==> src/hw/hex_ascii_pkg.sv <==
/*
  Shared types and constants for the hex/text conversion, bit test and
  single-bit shift datapath.
  Assumes a single 100 MHz scan-engine clock and 16-bit words throughout.
*/
package hex_ascii_pkg;

  // Word layout: bit 15 is the MSB, bits 7..0 the low byte
  localparam int unsigned WORD_W   = 16;
  localparam int unsigned BYTE_W   = 8;
  localparam int unsigned NIB_W    = 4;
  localparam int unsigned CNT_W    = 7;
  localparam int unsigned ADDR_W   = 6;

  // Word counts accepted per conversion
  localparam logic [6:0]  H2T_MAX_COUNT = 7'h20;
  localparam logic [6:0]  T2H_MAX_COUNT = 7'h40;
  localparam logic [6:0]  INDEXED_COUNT = 7'h01;

  // Character codes
  localparam logic [7:0]  DIGIT_BASE  = 8'h30;
  localparam logic [7:0]  DIGIT_LAST  = 8'h39;
  localparam logic [7:0]  LETTER_BASE = 8'h41;
  localparam logic [7:0]  LETTER_LAST = 8'h46;
  localparam logic [7:0]  LETTER_OFS  = 8'h0a;

  // Values after reset
  localparam logic        CARRY_RESET = 1'b0;
  localparam logic        ERROR_RESET = 1'b0;
  localparam logic [15:0] WORD_RESET  = 16'h0000;

  typedef logic [WORD_W-1:0] word_t;

  typedef enum logic [2:0] {
    hex_to_text_op,
    text_to_hex_op,
    bit_test_op,
    single_right_shift_op,
    single_left_shift_op
  } op_t;

  // One instruction as issued by the sequencer
  typedef struct packed {
    op_t              op;
    logic             cond;
    logic             src_indexed;
    logic [CNT_W-1:0] count;
    word_t            src_word;
    word_t            test_word;
  } cmd_t;

endpackage : hex_ascii_pkg

==> src/hw/hex_ascii_convert_bit_shift.sv <==
/*
  Datapath for the hex/text conversion, bit test and single-bit shift group.
  Assumes the sequencer issues one command per scan with start_i, holds off
  until done_o, and serves table reads one cycle after rd_en_o is sampled.
*/
`timescale 1ns/100ps
`default_nettype none

// Overview of operation
// RQ1: Hex-to-text converts n words, output on
// RQ2: Hex-to-text count lies in 1 to 32
// RQ3: Top source nibble lands in low byte
// RQ4: Nibbles map to 0x30-0x39, 0x41-0x46; 2n words
// RQ5: Indexed source with count above 1 errors
// RQ6: Low source byte becomes top destination nibble
// RQ7: Only 0x30-0x39, 0x41-0x46 accepted as characters
// RQ8: Text-to-hex count lies in 1 to 64
// RQ9: Bad character: no write, output off, error
// RQ10: Indexed text-to-hex source permits count 1 only
// RQ11: Odd count leaves last low nibbles undefined
// RQ12: Bit test output is nonzero AND result
// RQ13: Right shift fills zero, carry takes LSB
// RQ14: Right shift output is new LSB
// RQ15: Left shift fills zero, carry takes MSB
// RQ16: Left shift output is new MSB
// RQ17: Condition off: nothing changes, output off
// RQ18: All words are 16 bits wide
// RQ19: Executes on every scan with condition on
module hex_ascii_convert_bit_shift #(
  parameter logic [6:0] H2T_MAX = hex_ascii_pkg::H2T_MAX_COUNT,
  parameter logic [6:0] T2H_MAX = hex_ascii_pkg::T2H_MAX_COUNT
) (
  // Clock and reset
  input  wire logic                 clk_sys_i,
  input  wire logic                 nrst_i,
  // Command from the sequencer
  input  wire logic                 start_i,
  input  wire hex_ascii_pkg::cmd_t  cmd_i,
  input  wire logic                 err_clr_i,
  // Table memory
  output logic                      rd_en_o,
  output logic [5:0]                rd_addr_o,
  input  wire logic [15:0]          mem_rdata_i,
  output logic                      wr_en_o,
  output logic [5:0]                wr_addr_o,
  output logic [15:0]               wr_data_o,
  // Results
  output logic                      busy_o,
  output logic                      done_o,
  output logic                      out_bit_o,
  output logic                      boundary_err_o,
  output logic                      carry_flag_o,
  output logic                      error_flag_o,
  output hex_ascii_pkg::word_t      result_word_o
);

  if (H2T_MAX < 7'h01 || H2T_MAX > 7'h20 || T2H_MAX < 7'h01 || T2H_MAX > 7'h40) begin : g_chk
    $error("count limits outside what the address width serves");
  end

  ////////////////////////////////////////////////////////////////////////////
  // Character helpers

  function automatic logic [7:0] to_ascii(input logic [3:0] nib);
    logic [7:0] wide;
    wide = {4'h0, nib};
    if (nib < 4'ha) begin
      to_ascii = hex_ascii_pkg::DIGIT_BASE + wide;              // see RQ4
    end else begin
      to_ascii = hex_ascii_pkg::LETTER_BASE + wide - hex_ascii_pkg::LETTER_OFS;
    end
  endfunction : to_ascii

  // Returns {legal, nibble}
  function automatic logic [4:0] from_ascii(input logic [7:0] ch);
    logic [7:0] d;
    d = 8'h00;
    if (ch >= hex_ascii_pkg::DIGIT_BASE && ch <= hex_ascii_pkg::DIGIT_LAST) begin
      d = ch - hex_ascii_pkg::DIGIT_BASE;                       // see RQ7
      from_ascii = {1'b1, d[3:0]};
    end else if (ch >= hex_ascii_pkg::LETTER_BASE && ch <= hex_ascii_pkg::LETTER_LAST) begin
      d = ch - hex_ascii_pkg::LETTER_BASE + hex_ascii_pkg::LETTER_OFS;
      from_ascii = {1'b1, d[3:0]};
    end else begin
      from_ascii = 5'h00;
    end
  endfunction : from_ascii

  ////////////////////////////////////////////////////////////////////////////
  // Decode of the incoming command

  typedef enum logic [2:0] {ST_IDLE, ST_ISSUE, ST_WAIT, ST_CAPT, ST_W1} state_t;

  state_t              state_q;
  hex_ascii_pkg::op_t  op_q;
  logic [6:0]          count_q;
  logic [6:0]          idx_q;
  logic                pass_q;
  logic [7:0]          hi_q;

  logic is_conv;
  logic bad_count;
  logic launch;
  logic take;
  logic [4:0] dec_lo;
  logic [4:0] dec_hi;
  logic last;
  logic fin_ok;
  logic fin_err;

  assign take    = (state_q == ST_IDLE) && start_i;             // see RQ19
  assign is_conv = (cmd_i.op == hex_ascii_pkg::hex_to_text_op) ||
                   (cmd_i.op == hex_ascii_pkg::text_to_hex_op);
  // Out-of-range counts are refused like an indexed overrun
  assign bad_count = is_conv && ((cmd_i.count == 7'h00) ||
                     (cmd_i.src_indexed && cmd_i.count != hex_ascii_pkg::INDEXED_COUNT) ||  // see RQ5 RQ10
                     (cmd_i.op == hex_ascii_pkg::hex_to_text_op && cmd_i.count > H2T_MAX) ||  // see RQ2
                     (cmd_i.op == hex_ascii_pkg::text_to_hex_op && cmd_i.count > T2H_MAX));   // see RQ8
  assign launch  = take && cmd_i.cond && is_conv && !bad_count;
  assign dec_lo  = from_ascii(mem_rdata_i[7:0]);
  assign dec_hi  = from_ascii(mem_rdata_i[15:8]);
  assign last    = (idx_q == count_q - 7'h01);

  // Completion of a table conversion
  always_comb begin
    fin_ok  = 1'b0;
    fin_err = 1'b0;
    if (state_q == ST_W1) begin
      fin_ok = last;
    end else if (state_q == ST_CAPT && op_q == hex_ascii_pkg::text_to_hex_op) begin
      if (!pass_q) begin
        fin_err = !(dec_lo[4] && dec_hi[4]);                    // see RQ9
      end else begin
        fin_ok = last;
      end
    end
  end

  ////////////////////////////////////////////////////////////////////////////
  // Sequencing: validation pass first so a bad table writes nothing

  always_ff @(posedge clk_sys_i or negedge nrst_i) begin
    if (!nrst_i) begin
      state_q <= ST_IDLE;
      op_q    <= hex_ascii_pkg::hex_to_text_op;
      count_q <= 7'h00;
      idx_q   <= 7'h00;
      pass_q  <= 1'b0;
    end else begin
      unique case (state_q)
        ST_IDLE: begin
          if (launch) begin
            op_q    <= cmd_i.op;
            count_q <= cmd_i.count;
            idx_q   <= 7'h00;
            pass_q  <= (cmd_i.op == hex_ascii_pkg::hex_to_text_op);
            state_q <= ST_ISSUE;                                // see RQ1
          end
        end
        ST_ISSUE: state_q <= ST_WAIT;
        ST_WAIT:  state_q <= ST_CAPT;
        ST_CAPT: begin
          if (op_q == hex_ascii_pkg::hex_to_text_op) begin
            state_q <= ST_W1;
          end else if (fin_err || fin_ok) begin
            state_q <= ST_IDLE;
          end else if (!pass_q && last) begin
            pass_q  <= 1'b1;
            idx_q   <= 7'h00;
            state_q <= ST_ISSUE;
          end else begin
            idx_q   <= idx_q + 7'h01;
            state_q <= ST_ISSUE;
          end
        end
        ST_W1: begin
          if (last) begin
            state_q <= ST_IDLE;
          end else begin
            idx_q   <= idx_q + 7'h01;
            state_q <= ST_ISSUE;
          end
        end
      endcase
    end
  end

  ////////////////////////////////////////////////////////////////////////////
  // Table reads and writes

  always_ff @(posedge clk_sys_i or negedge nrst_i) begin
    if (!nrst_i) begin
      rd_en_o   <= 1'b0;
      rd_addr_o <= 6'h00;
    end else begin
      rd_en_o   <= (state_q == ST_ISSUE);
      rd_addr_o <= idx_q[5:0];
    end
  end

  always_ff @(posedge clk_sys_i or negedge nrst_i) begin
    if (!nrst_i) begin
      wr_en_o   <= 1'b0;
      wr_addr_o <= 6'h00;
      wr_data_o <= hex_ascii_pkg::WORD_RESET;
      hi_q      <= 8'h00;
    end else begin
      wr_en_o <= 1'b0;
      if (state_q == ST_CAPT && op_q == hex_ascii_pkg::hex_to_text_op) begin
        // Top nibble goes to the low byte of the first word
        wr_en_o   <= 1'b1;
        wr_addr_o <= {idx_q[4:0], 1'b0};
        wr_data_o <= {to_ascii(mem_rdata_i[11:8]), to_ascii(mem_rdata_i[15:12])};  // see RQ3
        hi_q      <= mem_rdata_i[7:0];
      end else if (state_q == ST_W1) begin
        wr_en_o   <= 1'b1;
        wr_addr_o <= {idx_q[4:0], 1'b1};                        // see RQ4
        wr_data_o <= {to_ascii(hi_q[3:0]), to_ascii(hi_q[7:4])};
      end else if (state_q == ST_CAPT && pass_q) begin
        // Low byte of each source word is the more significant nibble
        if (!idx_q[0]) begin
          hi_q <= {dec_lo[3:0], dec_hi[3:0]};                   // see RQ6
          if (last) begin
            // Odd count: low nibbles undefined, written as zero
            wr_en_o   <= 1'b1;                                  // see RQ11
            wr_addr_o <= {1'b0, idx_q[5:1]};
            wr_data_o <= {dec_lo[3:0], dec_hi[3:0], 8'h00};
          end
        end else begin
          wr_en_o   <= 1'b1;
          wr_addr_o <= {1'b0, idx_q[5:1]};
          wr_data_o <= {hi_q, dec_lo[3:0], dec_hi[3:0]};        // see RQ6
        end
      end
    end
  end

  ////////////////////////////////////////////////////////////////////////////
  // Completion, output bit and word result

  logic single_op;
  assign single_op = take && !(is_conv && cmd_i.cond && !bad_count);

  always_ff @(posedge clk_sys_i or negedge nrst_i) begin
    if (!nrst_i) begin
      done_o         <= 1'b0;
      out_bit_o      <= 1'b0;
      boundary_err_o <= 1'b0;
      busy_o         <= 1'b0;
      result_word_o  <= hex_ascii_pkg::WORD_RESET;
    end else begin
      done_o         <= single_op || fin_ok || fin_err;
      boundary_err_o <= take && cmd_i.cond && bad_count;        // see RQ5 RQ10
      busy_o         <= launch || (busy_o && !(fin_ok || fin_err));
      if (fin_ok || fin_err) begin
        out_bit_o <= fin_ok;                                    // see RQ1 RQ9
      end else if (single_op) begin
        out_bit_o <= 1'b0;                                      // see RQ17
        if (cmd_i.cond) begin
          unique case (cmd_i.op)
            hex_ascii_pkg::bit_test_op: begin
              out_bit_o <= |(cmd_i.src_word & cmd_i.test_word);  // see RQ12
            end
            hex_ascii_pkg::single_right_shift_op: begin
              result_word_o <= {1'b0, cmd_i.src_word[15:1]};    // see RQ13 RQ18
              out_bit_o     <= cmd_i.src_word[1];               // see RQ14
            end
            hex_ascii_pkg::single_left_shift_op: begin
              result_word_o <= {cmd_i.src_word[14:0], 1'b0};    // see RQ15
              out_bit_o     <= cmd_i.src_word[14];              // see RQ16
            end
            default: out_bit_o <= 1'b0;                         // Refused conversion
          endcase
        end
      end
    end
  end

  // Carry flag: only touched by an executed shift
  always_ff @(posedge clk_sys_i or negedge nrst_i) begin
    if (!nrst_i) begin
      carry_flag_o <= hex_ascii_pkg::CARRY_RESET;
    end else if (take && cmd_i.cond) begin
      if (cmd_i.op == hex_ascii_pkg::single_right_shift_op) begin
        carry_flag_o <= cmd_i.src_word[0];                      // see RQ13
      end else if (cmd_i.op == hex_ascii_pkg::single_left_shift_op) begin
        carry_flag_o <= cmd_i.src_word[15];                     // see RQ15
      end
    end
  end

  // Error flag is sticky; a new error beats a clear in the same cycle
  always_ff @(posedge clk_sys_i or negedge nrst_i) begin
    if (!nrst_i) begin
      error_flag_o <= hex_ascii_pkg::ERROR_RESET;
    end else if (fin_err) begin
      error_flag_o <= 1'b1;                                     // see RQ9
    end else if (err_clr_i) begin
      error_flag_o <= 1'b0;
    end
  end

  ////////////////////////////////////////////////////////////////////////////
  // Checks

  logic [6:0] wr_cnt_q;
  always_ff @(posedge clk_sys_i or negedge nrst_i) begin
    if (!nrst_i) begin
      wr_cnt_q <= 7'h00;
    end else if (launch) begin
      wr_cnt_q <= 7'h00;
    end else if (wr_en_o) begin
      wr_cnt_q <= wr_cnt_q + 7'h01;
    end
  end
endmodule : hex_ascii_convert_bit_shift

`default_nettype wire

==> config.mk <==
export PLATFORM = sky130hd
export DESIGN_NAME = hex_ascii_convert_bit_shift
export DESIGN_NICKNAME = d
export VERILOG_FILES = /design/src/hw/hex_ascii_pkg.sv /design/src/hw/hex_ascii_convert_bit_shift.sv
export SDC_FILE = /design/constraint.sdc
export NUM_CORES = 1
export LEC_CHECK = 0
export ABC_AREA = 0
export BUFFER_PORTS_ARGS = -buffer_cell sky130_fd_sc_hd__buf_2
export CELL_PAD_IN_SITES_DETAIL_PLACEMENT = 1
export CELL_PAD_IN_SITES_GLOBAL_PLACEMENT = 2
export CORE_MARGIN = 3
export CORE_UTILIZATION = 30
export CTS_BUF_LIST = sky130_fd_sc_hd__clkbuf_16
export DETAILED_ROUTE_END_ITERATION = 12
export HOLD_SLACK_MARGIN = 0.08
export PLACE_DENSITY_LB_ADDON = 0.1
export SYNTH_ARGS = -nofsm -noshare
export SYNTH_HDL_FRONTEND = slang
export SYNTH_SLANG_ARGS = --single-unit
export TNS_END_PERCENT = 50
==> constraint.sdc <==
create_clock -name clk_sys_i -period 4.15 [get_ports clk_sys_i]
set_clock_uncertainty 0.15 [all_clocks]
set_input_delay 0.6225 -clock clk_sys_i [delete_from_list [all_inputs] [get_ports clk_sys_i]]
set_output_delay 0.6225 -clock clk_sys_i [all_outputs]
set_load 0.02 [all_outputs]
# [Word level (Yosys, flattened, before mapping)]
# Cells that the tools add are included.
[totals] inputBits=64 wordCells=185 reg_bits=81
[classes] n_reduce_logical=55 bitwise=2 add_sub_neg=20 n_eq_ne=18 muxes=58 n_lt_le_gt_ge=14
[op_table] operator="2-to-1 mux 16 bit" n=5
[op_table] operator="2-to-1 mux 8 bit" n=8
[op_table] operator="2-to-1 mux 7 bit" n=5
[op_table] operator="adder 7 x 4 -> 8 bit, first input constant" n=4
[op_table] operator="case mux 16 bit (2 select lines)" n=1
[op_table] operator="subtractor 8 x 4 -> 8 bit, second input constant" n=4
[op_table] operator="2-to-1 mux 6 bit" n=5
[op_table] operator="adder 6 x 4 -> 7 bit, first input constant" n=4
[op_table] operator="2-to-1 mux 1 bit" n=24
[op_table] operator="logical AND 1 bit" n=22
[op_table] operator="case mux 7 bit (3 select lines)" n=1
[op_table] operator="2-to-1 mux 5 bit" n=4
[op_table] operator="AND 16 bit" n=1
[op_table] operator="greater-or-equal comparator 8 x 6 -> 1 bit, second input constant" n=2
[op_table] operator="greater-or-equal comparator 8 x 7 -> 1 bit, second input constant" n=2
[op_table] operator="<= comparator 8 x 6 -> 1 bit, second input constant" n=2
[op_table] operator="<= comparator 8 x 7 -> 1 bit, second input constant" n=2
[op_table] operator="< comparator 4 bit, second input constant" n=4
[op_table] operator="OR reduction 16 bit" n=1
[op_table] operator="subtractor 4 x 1 -> 4 bit, second input constant" n=4
[op_table] operator="case mux 3 bit (5 select lines)" n=1
[op_table] operator="equality test 3 x 2 -> 1 bit, second input constant" n=4
[op_table] operator="!= test 2 bit, second input constant" n=6
[op_table] operator="AND reduction 5 bit" n=2
[op_table] operator="24 further kinds" n=49

# [Logic depth before layout (Yosys ltp)]
# Gate-level depths: netlist of run 1.
[logic_depth] ltp_word=13 ltp_mapped=12 ltp_nobuf=9

# [Least setup slack after synthesis of run 1]
# No wires, ideal clock.
[synth_timing] kind="register to register" startpoint="register count_q[0]" endpoint="register wr_data_o[12]" stages_incl_launch_ff=12 path_buffers=2 slack_ns=1.095 t_arrival_ns=2.781 required_ns=3.875 path_cell_list="dfrtp_1 -> inv_1 -> ha_1 -> or3b_1 -> or3_1 -> xnor2_1 -> or3b_1 -> buf_2 -> a21oi_4 -> nand2b_1 -> buf_6 -> mux2_2"
[synth_between] elab_chain_cells=4
[synth_rtl] element="start, declared" line_no="hex_ascii_convert_bit_shift.sv:96" rtl="logic [6:0] count_q;"
[synth_rtl] element="start signal, assigned" line_no="hex_ascii_convert_bit_shift.sv:154" rtl="count_q <= cmd_i.count;"
[synth_rtl] element="subtractor 7 x 1 -> 7 bit" line_no="hex_ascii_convert_bit_shift.sv:122" rtl="assign last = (idx_q == count_q - 7'h01);"
[synth_rtl] element="equality test 7 bit" line_no="hex_ascii_convert_bit_shift.sv:122"
[synth_rtl] element="nonzero test 4 bit (no line)"
[synth_rtl] element="AND reduction 2 bit (no line)"
[synth_rtl] element="end signal, assigned" line_no="hex_ascii_convert_bit_shift.sv:205" rtl="wr_data_o <= hex_ascii_pkg::WORD_RESET;"
[synth_rtl] element="end signal, assigned" line_no="hex_ascii_convert_bit_shift.sv:213" rtl="wr_data_o <= {to_ascii(mem_rdata_i[11:8]), to_ascii(mem_rdata_i[15:12])};"
[synth_rtl] element="end signal, assigned" line_no="hex_ascii_convert_bit_shift.sv:218" rtl="wr_data_o <= {to_ascii(hi_q[3:0]), to_ascii(hi_q[7:4])};"
[synth_rtl] element="end, declared" line_no="hex_ascii_convert_bit_shift.sv:46" rtl="output logic [15:0] wr_data_o,"
# Every way passes these cells.
# A chain may end at the register's enable or synchronous reset.

# [Final worst setup path of run 1]
[layout_timing] startpoint="register count_q[0]" endpoint="register wr_data_o[2]"
# Same word-level chain as after synthesis.

==> key figures, run 1 <==
Route
  • # DRC: 0
  • Vias: ~4300
  • Post-DRT Antenna Nets: 0
  • Routed WL: 14.89 mm
  • Iter 0 DRT Violations: 250
  • DR vias/cell: between 5 and 6
  • Drt pass-1 iters: 4
  • Avg WL per Cell: between 15 and 20 um

Placement
  • Dpl hpwl: ~11 mm
  • Post-Place Worst Slack: ~0.84 ns
  • Placed cells: between 800 and 900
  • Post-DP Area: 5558 um^2
  • IO Port Bufs: roughly 120
  • Gpl congestion: around 0.79

Timing
  • Tmin final: 3.320 ns
  • Least-Margin Pin Slew: 0.8158 ns
  • Final setup fails: 0
  • Final Max Tran Viols: 0
  • Final TNS setup: 0 ns
  • Hold Vio Cnt, Final: 0
  • Worst rel slew slack: 0.4562
  • RSZ-0062 raised after global routing: no
  • Worst hold slack: 0.2334 ns
  • Period Utilization, post-route: 0.8000
  • Final WS setup: a little over 0.8 ns
  • Max Freq: approximately 0.3 GHz

Clock network
  • Cts-stage hold buffer count: 0
  • TritonCTS clock tree: yes
  • Maximum level of the CTS H-tree: 3
  • Clock slew at reported path FFs: roughly 0.060 ns
  • Sink Count: 81
  • Latest clock arrival within the worst-skew pair: about 0.34 ns
  • Max clock buf depth: 2
  • Clock Tree Root: clkbuf_16
  • CTS buffer count: 9
  • Setup bufs post-CTS: 0
  • Post-cts resize count: 0

Critical path
  • Kind of start point of the critical path: register
  • Critical R2R Launch: count_q[0]
  • Critical path capture point type: register
  • Crit-path max FO: 8
  • FF-to-FF setup slack: 0.83 ns
  • Setup CP Type: register to register
  • Worst Setup EP: wr_data_o[2]
  • Crit path DAT: 3.40 ns
  • FF-to-FF path depth: 9
  • RR Endpoint: wr_data_o[2]
  • Required @ worst endpoint: roughly 4.2 ns
  • Critical Path Start: count_q[0]

Synthesis
  • #FFs+latches synth: 81
  • Synth warn: 0
  • Prevailing post-synth register cell: dfrtp_1
  • Area contributors post-synth: dfrtp_1 (43%), mux2i_1 (5.5%), o21ai_0 (5.5%)
  • Post-synth top area share: 0.4258
  • Most area-hungry cell type in the Yosys netlist: dfrtp_1
  • Fraction of registers with async set/reset: 1.000
  • Number of enable flip-flop cells after synthesis: 0
  • Syn nets: slightly below 600
  • Library cells used by synthesis: between 60 and 70
  • Cell area after synthesis: 4761 um^2
  • Cell count after synthesis: between 500 and 600
  • Mean post-synth cell area: 9.298 um^2
  • Register area share after synthesis: 0.4258

Die
  • DIE HEIGHT: ~130 um
  • Initial Utilization: 0.3097
  • Die W: between 100 and 150 um
  • Die footprint: approximately 17000 um^2
  • Boundary Pins: 116
  • Core Area: 15370 um^2
  • FP Rows: 45

Global route
  • First-pass GRT wire length: 24.91 mm
  • Tot GR Track Use: 0.1772
  • Largest net degree at the start of global routing: slightly above 60
  • Vias in the first global route: approximately 4600
  • Initial antenna violation count: 0
  • Gr ovfl total: 0

Finish
  • Fin util: 0.3818
  • ANT cells: 0
  • Final Instance Area: approximately 6000 um^2
  • Final Non-Filler Cells: approximately 840
  • Final nets: between 600 and 700
  • Share of cells above drive strength 1: 0.2624
  • Layout overhead on the synthesized area: 23.29%

Outcome
  • Status: finished clean

Pwr
  • Pwr Total: slightly below 4 mW
  • VDD IR max: approximately 0.28 mV
  • Pleak: around 2.7 nW
  • Pwr dens: 672.6 nW/um^2

Flow run
  • Number of max-cap violations: 0

Min path
  • Hold Path Class: primary input to async pin
-- layout by cell type (no fill, tap or decap), types with 3 or more instances in the layout --
master | synthesis | final
nor3b_1 | 4 | 3
nor4_1 | 5 | 5
dfrtp_1 | 81 | 81
o22ai_1 | 4 | 4
nor2b_1 | 6 | 6
o211ai_1 | 3 | 3
inv_1 | 25 | 26
xor2_1 | 4 | 4
nand3_1 | 13 | 13
or3b_1 | 3 | 3
a21boi_0 | 5 | 5
mux2i_1 | 26 | 26
clkbuf_16 | 0 | 9
a211oi_1 | 5 | 5
ha_1 | 13 | 13
a22oi_1 | 13 | 13
xnor2_1 | 8 | 8
nor3_1 | 19 | 19
buf_4 | 0 | 11
nand2b_1 | 8 | 8
a31oi_1 | 8 | 8
mux2_2 | 12 | 12
nand4_1 | 7 | 7
nor2_1 | 26 | 26
o21ai_0 | 52 | 52
buf_2 | 4 | 114
and3_1 | 3 | 3
a221oi_1 | 4 | 4
o21bai_1 | 6 | 5
a21oi_1 | 29 | 29
nand2_1 | 47 | 47
a21o_1 | 4 | 4
-- power breakdown --
part | switching, mW | internal, mW | total (mW)
sequential | 0.252 | 1.09 | 1.34
clock | 0.328 | 0.522 | 0.849
combinational | 1.09 | 0.665 | 1.75
total | 1.67 | 2.28 | 3.95
-- flip-flops by register name, indices dropped and copies added (netlist names), 3 cells and up --
signal         cells
count_q            7
hi_q               8
idx_q              7
op_q               3
rd_addr_o          6
result_word_o     16
state_q            3
wr_addr_o          6
wr_data_o         16
-- critical path, cell delays in order (launching register included) --
cell      delay (ns)
dfrtp_1         0.42
inv_1           0.09
ha_1            0.19
or3b_1          0.37
or3_1           0.33
xnor2_1         0.14
or3b_1          0.51
a21oi_4         0.19
nand2b_1        0.42
mux2_2          0.39
-- cell usage after synthesis, types with 3 or more instances --
cell type  number
clkbuf_1       19
buf_2           4
o21ai_0        52
nand2_1        47
a21boi_0        5
o21bai_1        6
buf_1           3
dfrtp_1        81
and3_1          3
ha_1           13
mux2i_1        26
a21oi_1        29
xor2_1          4
nand2b_1        8
a22oi_1        13
nor3_1         19
o22ai_1         4
nor2b_1         6
nand4_1         7
o211ai_1        3
a221oi_1        4
nor4_1          5
nor3b_1         4
nand3_1        13
a31oi_1         8
nor2_1         26
a211oi_1        5
xnor2_1         8
mux2_2         12
a21o_1          4
inv_1          25
or3b_1          3
-- cell type report --
cell class	count	area [um^2]
inverters	26	97.59
repair buffers	125	653.1
well taps	211	264.0
fillers	1841	9502
clock buffers	9	225.2
flip-flops and latches	81	2027
clock inverters	7	86.33
multi-input cells	377	2516
-- how the worst min path moves through the flow --
| stage | start | end | cells after the start |
|---|---|---|---|
| 4_1_cts | nrst_i | count_q[1] | 1 |
| 2_1_floorplan | nrst_i | boundary_err_o | 0 |
| 3_5_place_dp | busy_o | busy_o | 1 |
| 6_report | nrst_i | count_q[1] | 1 |
| 3_3_place_gp | result_word_o[12] | result_word_o[12] | 2 |
| 5_1_grt | nrst_i | count_q[2] | 1 |
-- metal layers --
metal  global-route usage  wire, um  up-vias
met5                    0         0        -
met2               0.2956      7253       70
met4              0.03676       130        0
met3              0.03740       482        9
met1               0.2382      7028     2122
li1                     -         -     2083
-- cells by family after synthesis --
| logic type | share of synthesized area |
|---|---|
| compound gates | 0.2142 |
| xor+xnor | 0.02208 |
| fa+ha+maj | 0.03417 |
| buf+inv | 0.04757 |
| flops | 0.4258 |
| mux | 0.08305 |
| simple gates | 0.1732 |
(Power assumes the default switching activity.)
==> run 2: changes to the inputs <==
==> constraint.sdc (replaced) <==
create_clock -name clk_sys_i -period 3.3 [get_ports clk_sys_i]
set_clock_uncertainty 0.15 [all_clocks]
set_input_delay 0.495 -clock clk_sys_i [delete_from_list [all_inputs] [get_ports clk_sys_i]]
set_output_delay 0.495 -clock clk_sys_i [all_outputs]
set_load 0.02 [all_outputs]
==> key figures, run 2 (synthesis gave the netlist of run 1 again) <==
Outcome
  • Status: finished clean

Critical path
  • Critical path capture point type: register
  • CP peak stage delay: 0.43 ns
  • RR Endpoint: idx_q[4]
  • FF-to-FF setup slack: 0.21 ns
  • Delay-heaviest family, CP: simple AND/OR/NAND/NOR gates
  • Setup CP Type: register to register
  • Crit-path max FO: 11
  • CP Cell Sequence: inv_1, ha_1, or3b_1, or3_1, xnor2_1, or3b_4, buf_4, o31a_2, a21boi_0, mux2i_1
  • FF-to-FF path depth: 10
  • Crit-path slowest cell: or3b_4
  • Critical R2R Launch: count_q[0]
  • Required @ worst endpoint: ~3.4 ns
  • Kind of start point of the critical path: register
  • WP buf/inv: 2
  • Crit path DAT: 3.17 ns

Global route
  • Met1 usage: 0.2333
  • Gr ovfl total: 0
  • Busiest metal layer after global routing: met2
  • M2 GR Usage: 0.2939
  • Largest net degree at the start of global routing: 82
  • Initial antenna violation count: 0
  • Vias in the first global route: roughly 4600
  • Tot GR Track Use: 0.1783
  • Global routing usage on met3: 0.04084
  • First-pass GRT wire length: 24.87 mm

Finish
  • Most frequent cells in the layout: buf_2 (114), dfrtp_1 (81), o21ai_0 (52)
  • Final Instance Area: slightly below 6000 um^2
  • Top flop regs: result_word_o x16, wr_data_o x16, hi_q x8
  • Layout overhead on the synthesized area: 25.02%
  • Share of cells above drive strength 1: 0.2758
  • Final nets: 703
  • Most common cell after layout, fill and taps aside: buf_2
  • ANT cells: 0

Timing
  • Period Utilization, post-route: 0.9378
  • Worst rel slew slack: 0.2928
  • Final TNS setup: 0 ns
  • Hold Vio Cnt, Final: 0
  • Max Freq: 0.3231 GHz
  • RSZ-0062 raised after global routing: no
  • Final setup fails: 0
  • Tmin final: 3.095 ns
  • Final WS setup: between 0.2 and 0.25 ns
  • Least-Margin Pin Slew: 1.061 ns
  • Final Max Tran Viols: 0

Pwr
  • Pwr dens: about 860 nW/um^2
  • Pleak: around 2.8 nW
  • Pwr Total: roughly 5.1 mW
  • VDD IR max: 0.3649 mV

Placement
  • IO Port Bufs: 115
  • Dpl hpwl: ~11 mm
  • Post-DP Area: between 5000 and 6000 um^2
  • Gpl congestion: 0.8395
  • Post-Place Worst Slack: 0.08744 ns

Clock network
  • Setup bufs post-CTS: 0
  • Clock slew at reported path FFs: 0.06 ns
  • CTS buffer count: 9
  • Latest clock arrival within the worst-skew pair: between 0.3 and 0.4 ns
  • Sink Count: about 80
  • Clock Tree Root: clkbuf_16
  • TritonCTS clock tree: yes
  • Max clock buf depth: 2
  • Maximum level of the CTS H-tree: 3
  • Cts-stage hold buffer count: 0

Min path
  • Hold Path Class: primary input to async pin

Die
  • Die W: around 130 um
  • Die footprint: 17420 um^2
  • Core Area: 15370 um^2
  • FP Rows: 45
  • Boundary Pins: 116
  • Initial Utilization: 0.3097
  • DIE HEIGHT: 132.0 um

Route
  • Iter 0 DRT Violations: approximately 150
  • DR vias/cell: 5.191
  • Routed WL: roughly 15 mm
  • Avg WL per Cell: 17.96 um
  • Post-DRT Antenna Nets: 0
  • Drt pass-1 iters: 4
  • # DRC: 0
  • Vias: between 4000 and 5000

Flow run
  • Number of max-cap violations: 0
-- run 2: worst max-delay path by stage --
stage                     from            end  slack [ns]  depth (start not counted)
global placement    count_q[0]   wr_data_o[1]        0.14                          9
CTS                 count_q[0]   wr_data_o[2]        0.05                          9
floorplan           count_q[0]  wr_data_o[12]        0.24                         11
finish              count_q[0]       idx_q[4]        0.21                         10
detailed placement  count_q[0]   wr_data_o[6]        0.09                          9
global route        count_q[0]       idx_q[3]        0.02                         10
-- run 2: area by class of cell --
cell class                      instances  area (um^2)
Fill cell                            1817         9419
Multi-Input combinational cell        377         2522
Sequential cell                        81         2027
Timing Repair Buffer                  131        698.2
Tap cell                              211        264.0
Clock buffer                            9        225.2
Clock inverter                          7        117.6
Inverter                               26        97.59
-- run 2: layer usage --
layer / vias to the layer above / part of all wire
met5: - / 0
met2: 86 / 0.48
met3: 15 / 0.043
li1: 2102 / -
met1: 2168 / 0.46
met4: 0 / 0.015
-- run 2: per-stage QoR --
stage | hold WS, ns | utilization | instances
after floorplan | 0.04941 | - | 512
after global placement | 0.3102 | 0.3645 | 826
after detailed placement | 0.3114 | 0.3645 | 826
after CTS | 0.1745 | 0.3868 | 842
after global routing | 0.1756 | 0.3872 | 842
final | 0.1864 | 0.3872 | 842
-- run 2: worst register-to-register path: stages (launching register included) --
cell and delay, ns:
dfrtp_1 0.42, inv_1 0.10, ha_1 0.18, or3b_1 0.37, or3_1 0.34, xnor2_1 0.15, or3b_4 0.43, buf_4 0.17
o31a_2 0.38, a21boi_0 0.20, mux2i_1 0.09
-- run 2: report_power, final --
group          internal (mW)  switching, mW
logic                  0.863           1.39
registers               1.37          0.317
clock network          0.739          0.433
-- run 2: repair_timing --
action                     4_1_cts  5_1_grt
setup endpoints to repair        0       19
resized for setup                0        4
hold endpoints to repair         0        0
